===== config.mk =====
export PLATFORM = sky130hd
export DESIGN_NAME = buck_gate_drive_control
export DESIGN_NICKNAME = d
export VERILOG_FILES = /design/src/rtl/buck_gate_pkg.sv /design/src/rtl/pin_sync.sv /design/src/rtl/buck_gate_drive_control.sv
export SDC_FILE = /design/constraint.sdc
export NUM_CORES = 1
export LEC_CHECK = 0
export ABC_AREA = 1
export BUFFER_PORTS_ARGS = -buffer_cell sky130_fd_sc_hd__buf_2
export CAP_MARGIN = 25
export CORE_MARGIN = 2
export CORE_UTILIZATION = 33
export DETAILED_ROUTE_END_ITERATION = 6
export PLACE_DENSITY = 0.59
export SYNTH_ARGS = -nofsm -noshare
export SYNTH_HDL_FRONTEND = slang
export SYNTH_SLANG_ARGS = --single-unit

===== constraint.sdc =====
create_clock -name clock -period 1.6 [get_ports clock]
set_input_delay 0.32 -clock clock [delete_from_list [all_inputs] [get_ports clock]]
set_output_delay 0.32 -clock clock [all_outputs]
set_load 0.01 [all_outputs]

===== src/rtl/buck_gate_pkg.sv =====
// Shared constants and types for the buck gate drive control block.
package buck_gate_pkg;

  // ----------------------------------------------------------------
  // Clock and timing
  // ----------------------------------------------------------------
  localparam int CLK_PERIOD_NS     = 25;
  localparam int LOCKOUT_START_US  = 40;
  localparam int SLEEP_START_US    = 30;
  localparam int MIN_PULSE_NS      = 37;
  localparam int REJECT_PULSE_NS   = 5;
  localparam int BLANK_NS          = 90;
  localparam int LOCKOUT_START_CYC = (LOCKOUT_START_US * 1000 + CLK_PERIOD_NS - 1) / CLK_PERIOD_NS;
  localparam int SLEEP_START_CYC   = (SLEEP_START_US * 1000 + CLK_PERIOD_NS - 1) / CLK_PERIOD_NS;
  localparam int MIN_PULSE_CYC     = (MIN_PULSE_NS + CLK_PERIOD_NS - 1) / CLK_PERIOD_NS;
  localparam int REJECT_PULSE_CYC  = (REJECT_PULSE_NS + CLK_PERIOD_NS - 1) / CLK_PERIOD_NS;
  localparam int BLANK_CYC         = (BLANK_NS + CLK_PERIOD_NS - 1) / CLK_PERIOD_NS;
  localparam int TIMER_W           = 11;
  localparam int CNT_W             = 4;

  // ----------------------------------------------------------------
  // Register map and fields
  // ----------------------------------------------------------------
  localparam logic [3:0] REG_CONTROL    = 4'h0;
  localparam logic [3:0] REG_STATUS     = 4'h1;
  localparam logic [3:0] REG_IRQ_STATUS = 4'h2;
  localparam logic [3:0] REG_IRQ_MASK   = 4'h3;
  localparam int CTRL_DEAD_LSB  = 0;
  localparam int CTRL_SW_OFF    = 4;
  localparam logic [CNT_W-1:0] DEAD_CFG_RESET = 4'h1;
  localparam int EV_READY    = 0;
  localparam int EV_LOCKOUT  = 1;
  localparam int EV_ZC       = 2;
  localparam int EV_STRETCH  = 3;
  localparam int EV_REJECT   = 4;
  localparam int EV_W        = 5;
  localparam logic [7:0] IRQ_MASK_RESET = 8'h00;

  // ----------------------------------------------------------------
  // Types
  // ----------------------------------------------------------------
  typedef enum logic [1:0] {PS_SHUTDOWN, PS_STARTUP, PS_SLEEP, PS_READY} power_state_t;
  typedef enum logic [1:0] {LVL_LOW, LVL_MID, LVL_HIGH} level3_t;
  typedef enum logic [1:0] {DRV_OFF, DRV_HIGH, DRV_LOW, DRV_LOW_ZC} drive_t;

  typedef struct packed {
    logic high_side_gate;
    logic low_side_gate;
  } gate_cmd_t;

  typedef struct packed {
    logic supply_undervoltage_lockout;
    logic driver_enable_in;
    logic pwm_upper_threshold;
    logic pwm_lower_threshold;
    logic mode_upper_threshold;
    logic mode_lower_threshold;
    logic zero_current_cutoff;
  } pin_in_t;

  localparam int PIN_W = $bits(pin_in_t);

endpackage


===== src/rtl/pin_sync.sv =====
// Three-stage synchroniser that passes a change once stages two and three agree.
`timescale 1ns/1ps
`default_nettype none
module pin_sync #(
  parameter int WIDTH = 1
) (
  input  wire logic             clock,
  input  wire logic             rst_n,
  input  wire logic [WIDTH-1:0] async_in,
  input  wire logic [WIDTH-1:0] reset_value,
  output logic      [WIDTH-1:0] sync_out
);

  typedef struct packed {
    logic [WIDTH-1:0] s1;
    logic [WIDTH-1:0] s2;
    logic [WIDTH-1:0] s3;
    logic [WIDTH-1:0] q;
  } sync_state_t;

  sync_state_t s;
  sync_state_t next_s;

  // ----------------------------------------------------------------
  // Filter
  // ----------------------------------------------------------------
  // The first stage feeds only the second so metastability cannot leak.
  always_comb
  begin
    next_s    = s;
    next_s.s1 = async_in;
    next_s.s2 = s.s1;
    next_s.s3 = s.s2;
    for (int i = 0; i < WIDTH; i++)
    begin
      if (s.s2[i] == s.s3[i])
      begin
        next_s.q[i] = s.s3[i];
      end
    end
  end

  // Reset value is caught by the clock, so a port value is allowed here.
  always_ff @(posedge clock)
  begin
    if (!rst_n)
    begin
      s <= '{s1: reset_value, s2: reset_value, s3: reset_value, q: reset_value};
    end
    else
    begin
      s <= next_s;
    end
  end

  assign sync_out = s.q;

endmodule
`default_nettype wire


===== src/rtl/buck_gate_drive_control.sv =====
// Gate command, power sequencing and register port of the buck power stage.
//
// Notes on behaviour
// - Lockout holds gates off; 40 us to ready.
// - Enable low sleeps gates off; 30 us start.
// - Gates follow PWM only when ready.
// - Ready flag pulled low until power ready.
// - Sleep keeps essentials and loads trim fuses.
// - Mode low: high, low, mid both off.
// - Mode high: mid gives blanked diode emulation.
// - Mode mid: low gives blanked diode emulation.
// - Short high pulses stretched to minimum width.
// - PWM levels shorter than 5 ns ignored.
// - Mode select is a three-level input.
`timescale 1ns/1ps
`default_nettype none
module buck_gate_drive_control
  import buck_gate_pkg::*;
(
  input  wire logic      clock,
  input  wire logic      rst_n,
  input  wire pin_in_t   pins,
  output gate_cmd_t      gate,
  input  wire logic      ready_flag_in,
  output logic           ready_flag_out,
  output logic           ready_flag_oe,
  output logic           low_power_sleep,
  output logic           trim_load_active,
  input  wire logic [3:0] reg_addr,
  input  wire logic [7:0] reg_wdata,
  input  wire logic      reg_write,
  input  wire logic      reg_read,
  output logic     [7:0] reg_rdata,
  output logic           irq
);

  // ----------------------------------------------------------------
  // State
  // ----------------------------------------------------------------
  typedef struct packed {
    power_state_t       pstate;
    logic [TIMER_W-1:0] timer;
    logic               cold;
    level3_t            pwm_cand;
    logic [CNT_W-1:0]   cand_cnt;
    level3_t            pwm_lvl;
    logic               zc_done;
    gate_cmd_t          gate;
    logic [CNT_W-1:0]   dead_cnt;
    logic [CNT_W-1:0]   stretch_cnt;
    logic [CNT_W-1:0]   blank_cnt;
    logic [CNT_W-1:0]   dead_cfg;
    logic               sw_off;
    logic [EV_W-1:0]    irq_status;
    logic [EV_W-1:0]    irq_mask;
    logic [7:0]         rd_data;
  } core_t;

  core_t s;
  core_t next_s;

  pin_in_t sync;
  pin_in_t sync_reset;

  // ----------------------------------------------------------------
  // Decoding
  // ----------------------------------------------------------------
  function automatic level3_t level_of(input logic above_upper, input logic above_lower);
    return above_upper ? LVL_HIGH : (above_lower ? LVL_MID : LVL_LOW);
  endfunction

  function automatic drive_t drive_of(input level3_t pwm, input level3_t mode, input logic done);
    drive_t d;
    d = DRV_OFF;
    case (pwm)
      LVL_HIGH:
        d = DRV_HIGH;
      LVL_LOW:
        d = (mode == LVL_MID) ? DRV_LOW_ZC : DRV_LOW;
      LVL_MID:
        d = (mode == LVL_HIGH && !done) ? DRV_LOW_ZC : DRV_OFF;
      default:
        d = DRV_OFF;
    endcase
    if (d == DRV_LOW_ZC && done)
    begin
      d = DRV_OFF;
    end
    return d;
  endfunction

  // Lockout and enable reset to their safe side: locked out, disabled.
  always_comb
  begin
    sync_reset = '0;
    sync_reset.supply_undervoltage_lockout = 1'b1;
  end

  pin_sync #(
    .WIDTH       (PIN_W)
  ) u_pin_sync (
    .clock       (clock),
    .rst_n       (rst_n),
    .async_in    (pins),
    .reset_value (sync_reset),
    .sync_out    (sync)
  );

  // ----------------------------------------------------------------
  // Next state
  // ----------------------------------------------------------------
  always_comb
  begin
    level3_t         raw_pwm;
    level3_t         mode;
    drive_t          want;
    logic            run;
    logic            want_high;
    logic            want_low;
    logic [EV_W-1:0] ev;
    logic [EV_W-1:0] clr;
    next_s  = s;
    ev      = '0;
    clr     = '0;
    raw_pwm = level_of(sync.pwm_upper_threshold, sync.pwm_lower_threshold);
    // An open pin floats to mid through the analog divider.
    mode    = level_of(sync.mode_upper_threshold, sync.mode_lower_threshold);
    run       = (s.pstate == PS_READY) && !s.sw_off;
    want      = drive_of(s.pwm_lvl, mode, s.zc_done);
    want_high = run && want == DRV_HIGH;
    want_low  = run && (want == DRV_LOW || want == DRV_LOW_ZC);
    next_s.rd_data = 8'h00;

    // Power sequencing.
    case (s.pstate)
      PS_SHUTDOWN:
        if (!sync.supply_undervoltage_lockout)
        begin
          next_s.pstate = PS_STARTUP;
          next_s.timer  = TIMER_W'(LOCKOUT_START_CYC - 1);
          next_s.cold   = 1'b1;
        end
      PS_STARTUP:
        if (!s.cold && !sync.driver_enable_in)
        begin
          next_s.pstate = PS_SLEEP;
        end
        else if (s.timer != '0)
        begin
          next_s.timer = s.timer - 1'b1;
        end
        else if (sync.driver_enable_in)
        begin
          next_s.pstate = PS_READY;
          ev[EV_READY]  = 1'b1;
        end
        else
        begin
          next_s.pstate = PS_SLEEP;
        end
      PS_SLEEP:
        if (sync.driver_enable_in)
        begin
          next_s.pstate = PS_STARTUP;
          next_s.timer  = TIMER_W'(SLEEP_START_CYC - 1);
          next_s.cold   = 1'b0;
        end
      PS_READY:
        if (!sync.driver_enable_in)
        begin
          next_s.pstate = PS_SLEEP;
        end
      default:
        next_s.pstate = PS_SHUTDOWN;
    endcase
    if (sync.supply_undervoltage_lockout && s.pstate != PS_SHUTDOWN)
    begin
      next_s.pstate      = PS_SHUTDOWN;
      ev[EV_LOCKOUT]     = 1'b1;
    end

    // PWM level filter: a level is taken only after it has held.
    if (raw_pwm != s.pwm_cand)
    begin
      next_s.pwm_cand = raw_pwm;
      next_s.cand_cnt = CNT_W'(1);
      if (s.pwm_cand != s.pwm_lvl)
      begin
        ev[EV_REJECT] = 1'b1;
      end
    end
    else if (s.cand_cnt >= CNT_W'(REJECT_PULSE_CYC))
    begin
      next_s.pwm_lvl = s.pwm_cand;
    end
    else
    begin
      next_s.cand_cnt = s.cand_cnt + 1'b1;
    end
    if (next_s.pwm_lvl != s.pwm_lvl)
    begin
      next_s.zc_done = 1'b0;
    end

    // Gate drive.
    if (s.dead_cnt != '0)
    begin
      next_s.dead_cnt = s.dead_cnt - 1'b1;
    end
    if (s.stretch_cnt != '0)
    begin
      next_s.stretch_cnt = s.stretch_cnt - 1'b1;
    end
    if (s.blank_cnt != '0)
    begin
      next_s.blank_cnt = s.blank_cnt - 1'b1;
    end
    if (s.gate.high_side_gate)
    begin
      if (!run)
      begin
        next_s.gate.high_side_gate = 1'b0;
        next_s.dead_cnt            = s.dead_cfg;
      end
      else if (!want_high && s.stretch_cnt == '0)
      begin
        next_s.gate.high_side_gate = 1'b0;
        next_s.dead_cnt            = s.dead_cfg;
      end
      else if (!want_high)
      begin
        ev[EV_STRETCH] = 1'b1;
      end
    end
    else if (s.gate.low_side_gate)
    begin
      if (!want_low)
      begin
        next_s.gate.low_side_gate = 1'b0;
        next_s.dead_cnt           = s.dead_cfg;
      end
      else if (want == DRV_LOW_ZC && s.blank_cnt == '0 && sync.zero_current_cutoff)
      begin
        next_s.gate.low_side_gate = 1'b0;
        next_s.dead_cnt           = s.dead_cfg;
        next_s.zc_done            = 1'b1;
        ev[EV_ZC]                 = 1'b1;
      end
    end
    else if (s.dead_cnt == '0)
    begin
      if (want_high)
      begin
        next_s.gate.high_side_gate = 1'b1;
        next_s.stretch_cnt         = CNT_W'(MIN_PULSE_CYC - 1);
      end
      else if (want_low)
      begin
        next_s.gate.low_side_gate = 1'b1;
        next_s.blank_cnt          = CNT_W'(BLANK_CYC - 1);
      end
    end

    // Register port.
    if (reg_write)
    begin
      case (reg_addr)
        REG_CONTROL:
        begin
          next_s.dead_cfg = reg_wdata[CTRL_DEAD_LSB +: CNT_W];
          next_s.sw_off   = reg_wdata[CTRL_SW_OFF];
        end
        REG_IRQ_STATUS:
          clr = reg_wdata[EV_W-1:0];
        REG_IRQ_MASK:
          next_s.irq_mask = reg_wdata[EV_W-1:0];
        default:
          ;
      endcase
    end
    // A new event in the clearing cycle survives the clear.
    next_s.irq_status = (s.irq_status & ~clr) | ev;
    if (reg_read)
    begin
      case (reg_addr)
        REG_CONTROL:
          next_s.rd_data = {3'h0, s.sw_off, s.dead_cfg};
        REG_STATUS:
          next_s.rd_data = {ready_flag_in, s.pwm_lvl, s.gate, s.pstate, 1'b0};
        REG_IRQ_STATUS:
          next_s.rd_data = {3'h0, s.irq_status};
        REG_IRQ_MASK:
          next_s.rd_data = {3'h0, s.irq_mask};
        default:
          next_s.rd_data = 8'h00;
      endcase
    end
  end

  // ----------------------------------------------------------------
  // Registers
  // ----------------------------------------------------------------
  always_ff @(posedge clock)
  begin
    if (!rst_n)
    begin
      s          <= '0;
      s.pstate   <= PS_SHUTDOWN;
      s.pwm_cand <= LVL_LOW;
      s.pwm_lvl  <= LVL_LOW;
      s.dead_cfg <= DEAD_CFG_RESET;
      s.irq_mask <= IRQ_MASK_RESET[EV_W-1:0];
    end
    else
    begin
      s <= next_s;
    end
  end

  // ----------------------------------------------------------------
  // Outputs
  // ----------------------------------------------------------------
  // Only one gate can ever be set: turn-on waits for both to be off.
  assign gate             = s.gate;
  assign ready_flag_out   = 1'b0;
  assign ready_flag_oe    = (s.pstate != PS_READY);
  // Sleep keeps sequencing, the PWM filter and the register port alive while the trim fuses load.
  assign low_power_sleep  = (s.pstate == PS_SLEEP);
  assign trim_load_active = (s.pstate == PS_SLEEP);
  assign reg_rdata        = s.rd_data;
  assign irq              = |(s.irq_status & s.irq_mask);

endmodule
`default_nettype wire


==> results.sh, run 1 <==
export IMPL_netlist_instances=561
export IMPL_ant_nets=0
export IMPL_vdd_drop_max_mv=0.407
export IMPL_critical_path_arrival_ns=1.83
export IMPL_timing_critical_path_mode_cell="inv_2"
export IMPL_portBuffers=34
export IMPL_worstPathRequired_ns=1.84
export IMPL_r2r_start="s[32]"
export IMPL_synthAdderAreaFrac=0.0337
export IMPL_r2r_end="s[26]"
export IMPL_finalPower_mw=6.80
export IMPL_rows=40
export IMPL_register_area_sq_um=1770
export IMPL_cts_buffers=9
export IMPL_synth_ff_type="dfxtp_1"
export IMPL_grt_pass1_vias=3322
export IMPL_synth_xor_xnor_area_share=0.0236
export IMPL_multi_input_comb_area_sq_um=1940
export IMPL_power_density_nw_per_um2=1370
export IMPL_die_w_um=115
export IMPL_drt_iter0_drc=157
export IMPL_cts_buffer_depth=2
export IMPL_synth_compound_area_share=0.133
export IMPL_setup_violations=0
export IMPL_hold_depth=3
export IMPL_grt_pass1_wl_mm=15.1
export IMPL_start_kind="register"
export IMPL_gp_congestion=0.832
export IMPL_cts_root_buffer_cell="clkbuf_16"
export IMPL_p_leak_nw=2.28
export IMPL_grt_overflow_total=0
export IMPL_numPlacedInstances=762
export IMPL_hold_path_class="in -> reg"
export IMPL_vias_per_cell=4.51
export IMPL_holdCritStartpoint="pins[0]"
export IMPL_vias=3561
export IMPL_fillers=1240
export IMPL_clock_skew_ns=0.00760
export IMPL_cts_htree_levels=3
export IMPL_cpMaxStageDelayCell="dfxtp_2"
export IMPL_ys_seq_elements=88
export IMPL_first_pass_iters=4
export IMPL_synth_async_sr_flop_share=0
export IMPL_grt_total_usage=0.145
export IMPL_synth_top_area_frac=0.431
export IMPL_cts_sinks=88
export IMPL_synth_area_per_cell_sq_um=7.28
export IMPL_synth_area_top_cells="dfxtp_1, nand2_1, inv_1"
export IMPL_synthSimpleGateAreaFrac=0.261
export IMPL_setup_ws_ns=0.00389
export IMPL_rrSetupSlack_ns=0.004
export IMPL_cp_slowest_stage_delay_ns=0.33
export IMPL_cap_violations=0
export IMPL_clk_pin_slew_ns=0.07
export IMPL_dpl_hpwl_mm=6.59
export IMPL_cp_end_kind="register"
export IMPL_status="completed"
export IMPL_holdPathEnd="u_pin_sync.next_s[14]"
export IMPL_antennaDiodeCount=0
export IMPL_die_area_sq_um=13300
export IMPL_cts_tree="yes"
export IMPL_start_util=0.339
export IMPL_nets=651
export IMPL_syn_nets=596
export IMPL_netlist_area_sq_um=4090
export IMPL_synth_enable_flop_cells=0
export IMPL_fmax_ghz=0.627
export IMPL_crit_type="reg -> reg"
export IMPL_core_area_sq_um=12100
export IMPL_syn_to_final_growth_pct=21.3
export IMPL_clk_latency_ns=0.34
export IMPL_antenna_found_initial=0
export IMPL_die_h_um=115
export IMPL_drc_errors=0
export IMPL_ios=39
export IMPL_synth_top_family_by_area="simple AND/OR/NAND/NOR gates"
export IMPL_yosysMostFrequentCell="nand2_1"
export IMPL_drive_above_1_share=0.219
export IMPL_ff2ff_path_depth=8
export IMPL_wl_mm=9.12
export IMPL_synth_commonest_cells="nand2_1, dfxtp_1, inv_1"
export IMPL_min_period_ns=1.60
export IMPL_synth_cell_type_count=38
export IMPL_yosys_warnings=0
export IMPL_drv_slew=0
export IMPL_grt_setup_unrepaired="true"
export IMPL_muxShareOfSynthArea=0
export IMPL_post_synth_top_area_cell="dfxtp_1"
export IMPL_hold_violations=0
export IMPL_cp_cell_sequence="inv_2 > ha_4 > inv_2 > or2_4 > nor2_4 > nand4_1 > nand3_1 > nor2_1"
export IMPL_seq_area_frac_synth=0.431
export IMPL_final_cells=789
export IMPL_place_ws_ns=-0.0544
export IMPL_finalCritPeriodShare=0.998
export IMPL_critPathMaxFanout=5
export IMPL_grt_max_degree=30
export IMPL_routedWlPerCell_um=11.6
-- final cells by class --
class                           count  area share
Multi-Input combinational cell    363       0.391
Tap cell                          168      0.0424
Inverter                           87      0.0667
Sequential cell                    88       0.357
Clock inverter                      5     0.00758
Clock buffer                       11      0.0510
Timing Repair Buffer               67      0.0843
-- critical path, delay by kind of cell (launching register included) --
family | cells | cell delay, ns
flip-flops | 1 | 0.33
adder cells (fa/ha/maj) | 1 | 0.12
AND/OR/NAND/NOR | 5 | 0.94
buffers and inverters | 2 | 0.10
-- through the flow --
step	TNS, ns	utilization	hold slack [ns]	instance area, sq um
floorplan	0	-	0.390	4090
CTS	-0.00917	0.397	0.143	4790
global placement	-0.0157	0.371	0.395	4480
global route	-0.221	0.411	0.148	4950
finish	0	0.411	0.159	4950
detailed placement	-0.128	0.371	0.400	4480
-- how the worst max path moves through the flow --
stage | startpoint | to | slack (ns)
2_1_floorplan | s[58] | s[54] | 0.07
3_3_place_gp | s[58] | s[50] | -0.02
3_5_place_dp | s[58] | s[50] | -0.05
4_1_cts | s[16] | irq | -0.009
5_1_grt | s[59] | s[50] | -0.06
6_report | s[32] | s[26] | 0.004
-- what timing repair did --
item	4_1_cts	5_1_grt
setup buffers	1	10
pin swaps	2	14
setup endpoints to repair	11	26
resized for setup	9	29
hold buffers	0	0
-- power by group --
group | switching, mW | internal, mW
combinational | 1.22 | 0.916
sequential | 0.198 | 2.45
clock | 0.872 | 1.14
-- cell usage in the layout, fill, tap and decap left out, drive strengths merged --
cell type	instances
nand2	126
dfxtp	88
inv	88
nor2	74
buf	67
a21oi	52
o21ai	29
nand3	24
clkbuf	11
ha	11
nand4	7
nor3	6
o22ai	6
xnor2	6
xor2	5
or2	4
clkinvlp	3
a211oi	2
o21bai	2
a221oi	1
o211ai	1
a31oi	1
o221a	1
nand3b	1
nor3b	1
o2111a	1
o221ai	1
conb	1
clkinv	1
-- routing by layer --
metal / routed length, um / GRT usage / part of all wire
met5: 0 / 0 / 0
met2: 4310 / 0.242 / 0.47
met4: 180 / 0.0618 / 0.020
met3: 363 / 0.0385 / 0.040
met1: 4260 / 0.176 / 0.47
-- flip-flops by register name, summed over array words and instances, names as in the netlist --
| register | flops |
|---|---|
| gate | 2 |
| reg_rdata | 8 |
| s | 50 |
| u_pin_sync.next_s | 14 |
| u_pin_sync.s | 7 |
| u_pin_sync.sync_out | 7 |
-- kinds of logic after synthesis --
group,count (synthesis)
AOI/OAI and AO/OA,97
xor gates and xnor gates,11
adders and majority gates,11
buffers and inverters,110
DFF,88
other,1
and+or+nand+nor,243
Power figures use the tool's default switching activity.
==> inputs of run 2 (changes only) <==
==> constraint.sdc (replaced) <==
create_clock -name clock -period 1.5 [get_ports clock]
set_input_delay 0.3 -clock clock [delete_from_list [all_inputs] [get_ports clock]]
set_output_delay 0.3 -clock clock [all_outputs]
set_load 0.01 [all_outputs]
==> run 2 against run 1 <==
Net effect:
- worst hold slack lost 0.015 ns
- flip-flop and latch count unchanged
- register-to-register slack worse by 0.04 ns
- combinational power up 19%
- non-clock buffer count up 15
- via count increased by 3.5%
- critical endpoint is now irq
- the run now ends with setup timing left
- count of clock-buffer cells in the layout did not move
==> results.sh, run 2 (synthesis gave the netlist of run 1 again) <==
export IMPL_p_leak_nw=2.40
export IMPL_setup_tns_final_ns=-0.209
export IMPL_pwr_share_comb=0.330
export IMPL_hold_path_class="in -> reg"
export IMPL_syn_to_final_growth_pct=28.9
export IMPL_setup_violations=7
export IMPL_crit_type="reg -> out"
export IMPL_clock_skew_ns=0.00991
export IMPL_status="finished, violations left"
export IMPL_layout_commonest_cell="nand2_1"
export IMPL_nets=666
export IMPL_cts_htree_levels=3
export IMPL_hold_violations=0
export IMPL_drc_errors=0
export IMPL_hold_buffers=0
export IMPL_gp_congestion=0.868
export IMPL_register_area_sq_um=1770
export IMPL_cap_violations=0
export IMPL_drt_iter0_drc=176
export IMPL_ios=39
export IMPL_seqPwrFrac=0.367
export IMPL_drv_slew=0
export IMPL_cts_tree="yes"
export IMPL_critical_path_arrival_ns=1.26
export IMPL_cts_root_buffer_cell="clkbuf_16"
export IMPL_grt_max_degree=21
export IMPL_die_area_sq_um=13300
export IMPL_cp_end_kind="output pin"
export IMPL_fmax_ghz=0.643
export IMPL_startpoint="s[11]"
export IMPL_clk_pin_slew_ns=0.06
export IMPL_drive_above_1_share=0.281
export IMPL_rows=40
export IMPL_antennaDiodeCount=0
export IMPL_intPower_mw=5.20
export IMPL_cts_sinks=88
export IMPL_rrSetupSlack_ns=-0.04
export IMPL_r2r_end="s[49]"
export IMPL_crit_end="irq"
export IMPL_portBuffers=34
export IMPL_fillers=1193
export IMPL_grt_setup_unrepaired="true"
export IMPL_core_area_sq_um=12100
export IMPL_start_kind="register"
export IMPL_min_period_ns=1.56
export IMPL_ant_nets=0
export IMPL_worst_hold_slack_ns=0.144
export IMPL_power_density_nw_per_um2=1460
export IMPL_violations="setup timing"
export IMPL_cts_buffers=9
export IMPL_largest_reg_flops=50
export IMPL_die_w_um=115
export IMPL_first_pass_iters=4
export IMPL_vias=3685
export IMPL_grt_pass1_vias=3394
export IMPL_setup_ws_ns=-0.0552
export IMPL_pwr_share_clk=0.303
export IMPL_start_util=0.339
export IMPL_top_register="s"
export IMPL_critPathMaxFanout=2
export IMPL_clk_latency_ns=0.34
export IMPL_swShare=0.325
export IMPL_r2r_start="s[59]"
export IMPL_vias_per_cell=4.59
export IMPL_cts_buffer_depth=2
export IMPL_routedWlPerCell_um=11.8
export IMPL_die_h_um=115
export IMPL_finalCritPeriodShare=1.04
export IMPL_mostFrequentLayoutCells="nand2_1, dfxtp_1, inv_1"
export IMPL_worstPathRequired_ns=1.20
export IMPL_switchingPower_mw=2.50
export IMPL_vdd_drop_max_mv=0.481
export IMPL_antenna_found_initial=0
export IMPL_dpl_hpwl_mm=6.85
export IMPL_wl_mm=9.48
export IMPL_grt_pass1_wl_mm=15.3
export IMPL_multi_input_comb_area_sq_um=2060
export IMPL_grt_overflow_total=0
export IMPL_grt_total_usage=0.144
export IMPL_ff2ff_path_depth=9
-- run 2: changes by cell type in the layout (fill, tap and decap cells not counted), sizes merged --
cell      delta
clkinvlp     -3
buf         +15
bufinv       +2
inv          -1
-- run 2: final cells by class --
| type | instances | area share |
|---|---|---|
| Multi-Input combinational cell | 363 | 0.392 |
| Sequential cell | 88 | 0.337 |
| Timing Repair Buffer | 82 | 0.110 |
| Inverter | 87 | 0.0644 |
| Clock buffer | 11 | 0.0442 |
| Tap cell | 168 | 0.0399 |
| Clock inverter | 3 | 0.0131 |
-- run 2: how the worst min path moves through the flow --
stage,startpoint,end,cells after the start
3_3_place_gp,u_pin_sync.next_s[18],u_pin_sync.next_s[11],2
4_1_cts,pins[3],u_pin_sync.next_s[17],3
3_5_place_dp,u_pin_sync.next_s[20],u_pin_sync.next_s[13],1
2_1_floorplan,u_pin_sync.next_s[17],u_pin_sync.next_s[10],2
6_report,pins[6],u_pin_sync.next_s[20],2
5_1_grt,pins[6],u_pin_sync.next_s[20],2
-- run 2: critical path, stage by stage (launching register included) --
cell and delay (ns):
dfxtp_2 0.33, nand2_2 0.06, o21ai_2 0.06, a221oi_2 0.18, o21ai_1 0.13, buf_2 0.16
-- run 2: what timing repair did --
action / 4_1_cts / 5_1_grt
setup buffers: 3 / 2
resized for setup: 45 / 47
pin swaps: 10 / 23
setup endpoints to repair: 29 / 29
-- run 2: through the flow --
step,area (sq um),utilization,total power [mW],cells,worst slack [ns]
after floorplan,4090,-,4.42,561,0.0220
after global placement,4640,0.385,5.01,783,-0.0596
after detailed placement,4640,0.385,5.09,783,-0.122
after CTS,5110,0.423,7.62,800,-0.113
after global routing,5270,0.437,8.18,802,-0.134
final,5270,0.437,7.70,802,-0.0552
-- run 2: power groups by stage --
stage	logic (mW)	registers (mW)	clock network (mW)
5_1_grt	2.83	2.86	2.48
3_5_place_dp	2.24	2.86	0
6_report	2.54	2.83	2.34
3_3_place_gp	2.16	2.84	0
2_1_floorplan	1.61	2.81	0
4_1_cts	2.40	2.82	2.39
-- run 2: layer usage --
metal	track usage	routed length, um	vias to the layer above
li1	-	-	1904
met1	0.181	4440	1697
met2	0.243	4500	72
met3	0.0311	368	12
met4	0.0578	169	0
met5	0	0	-
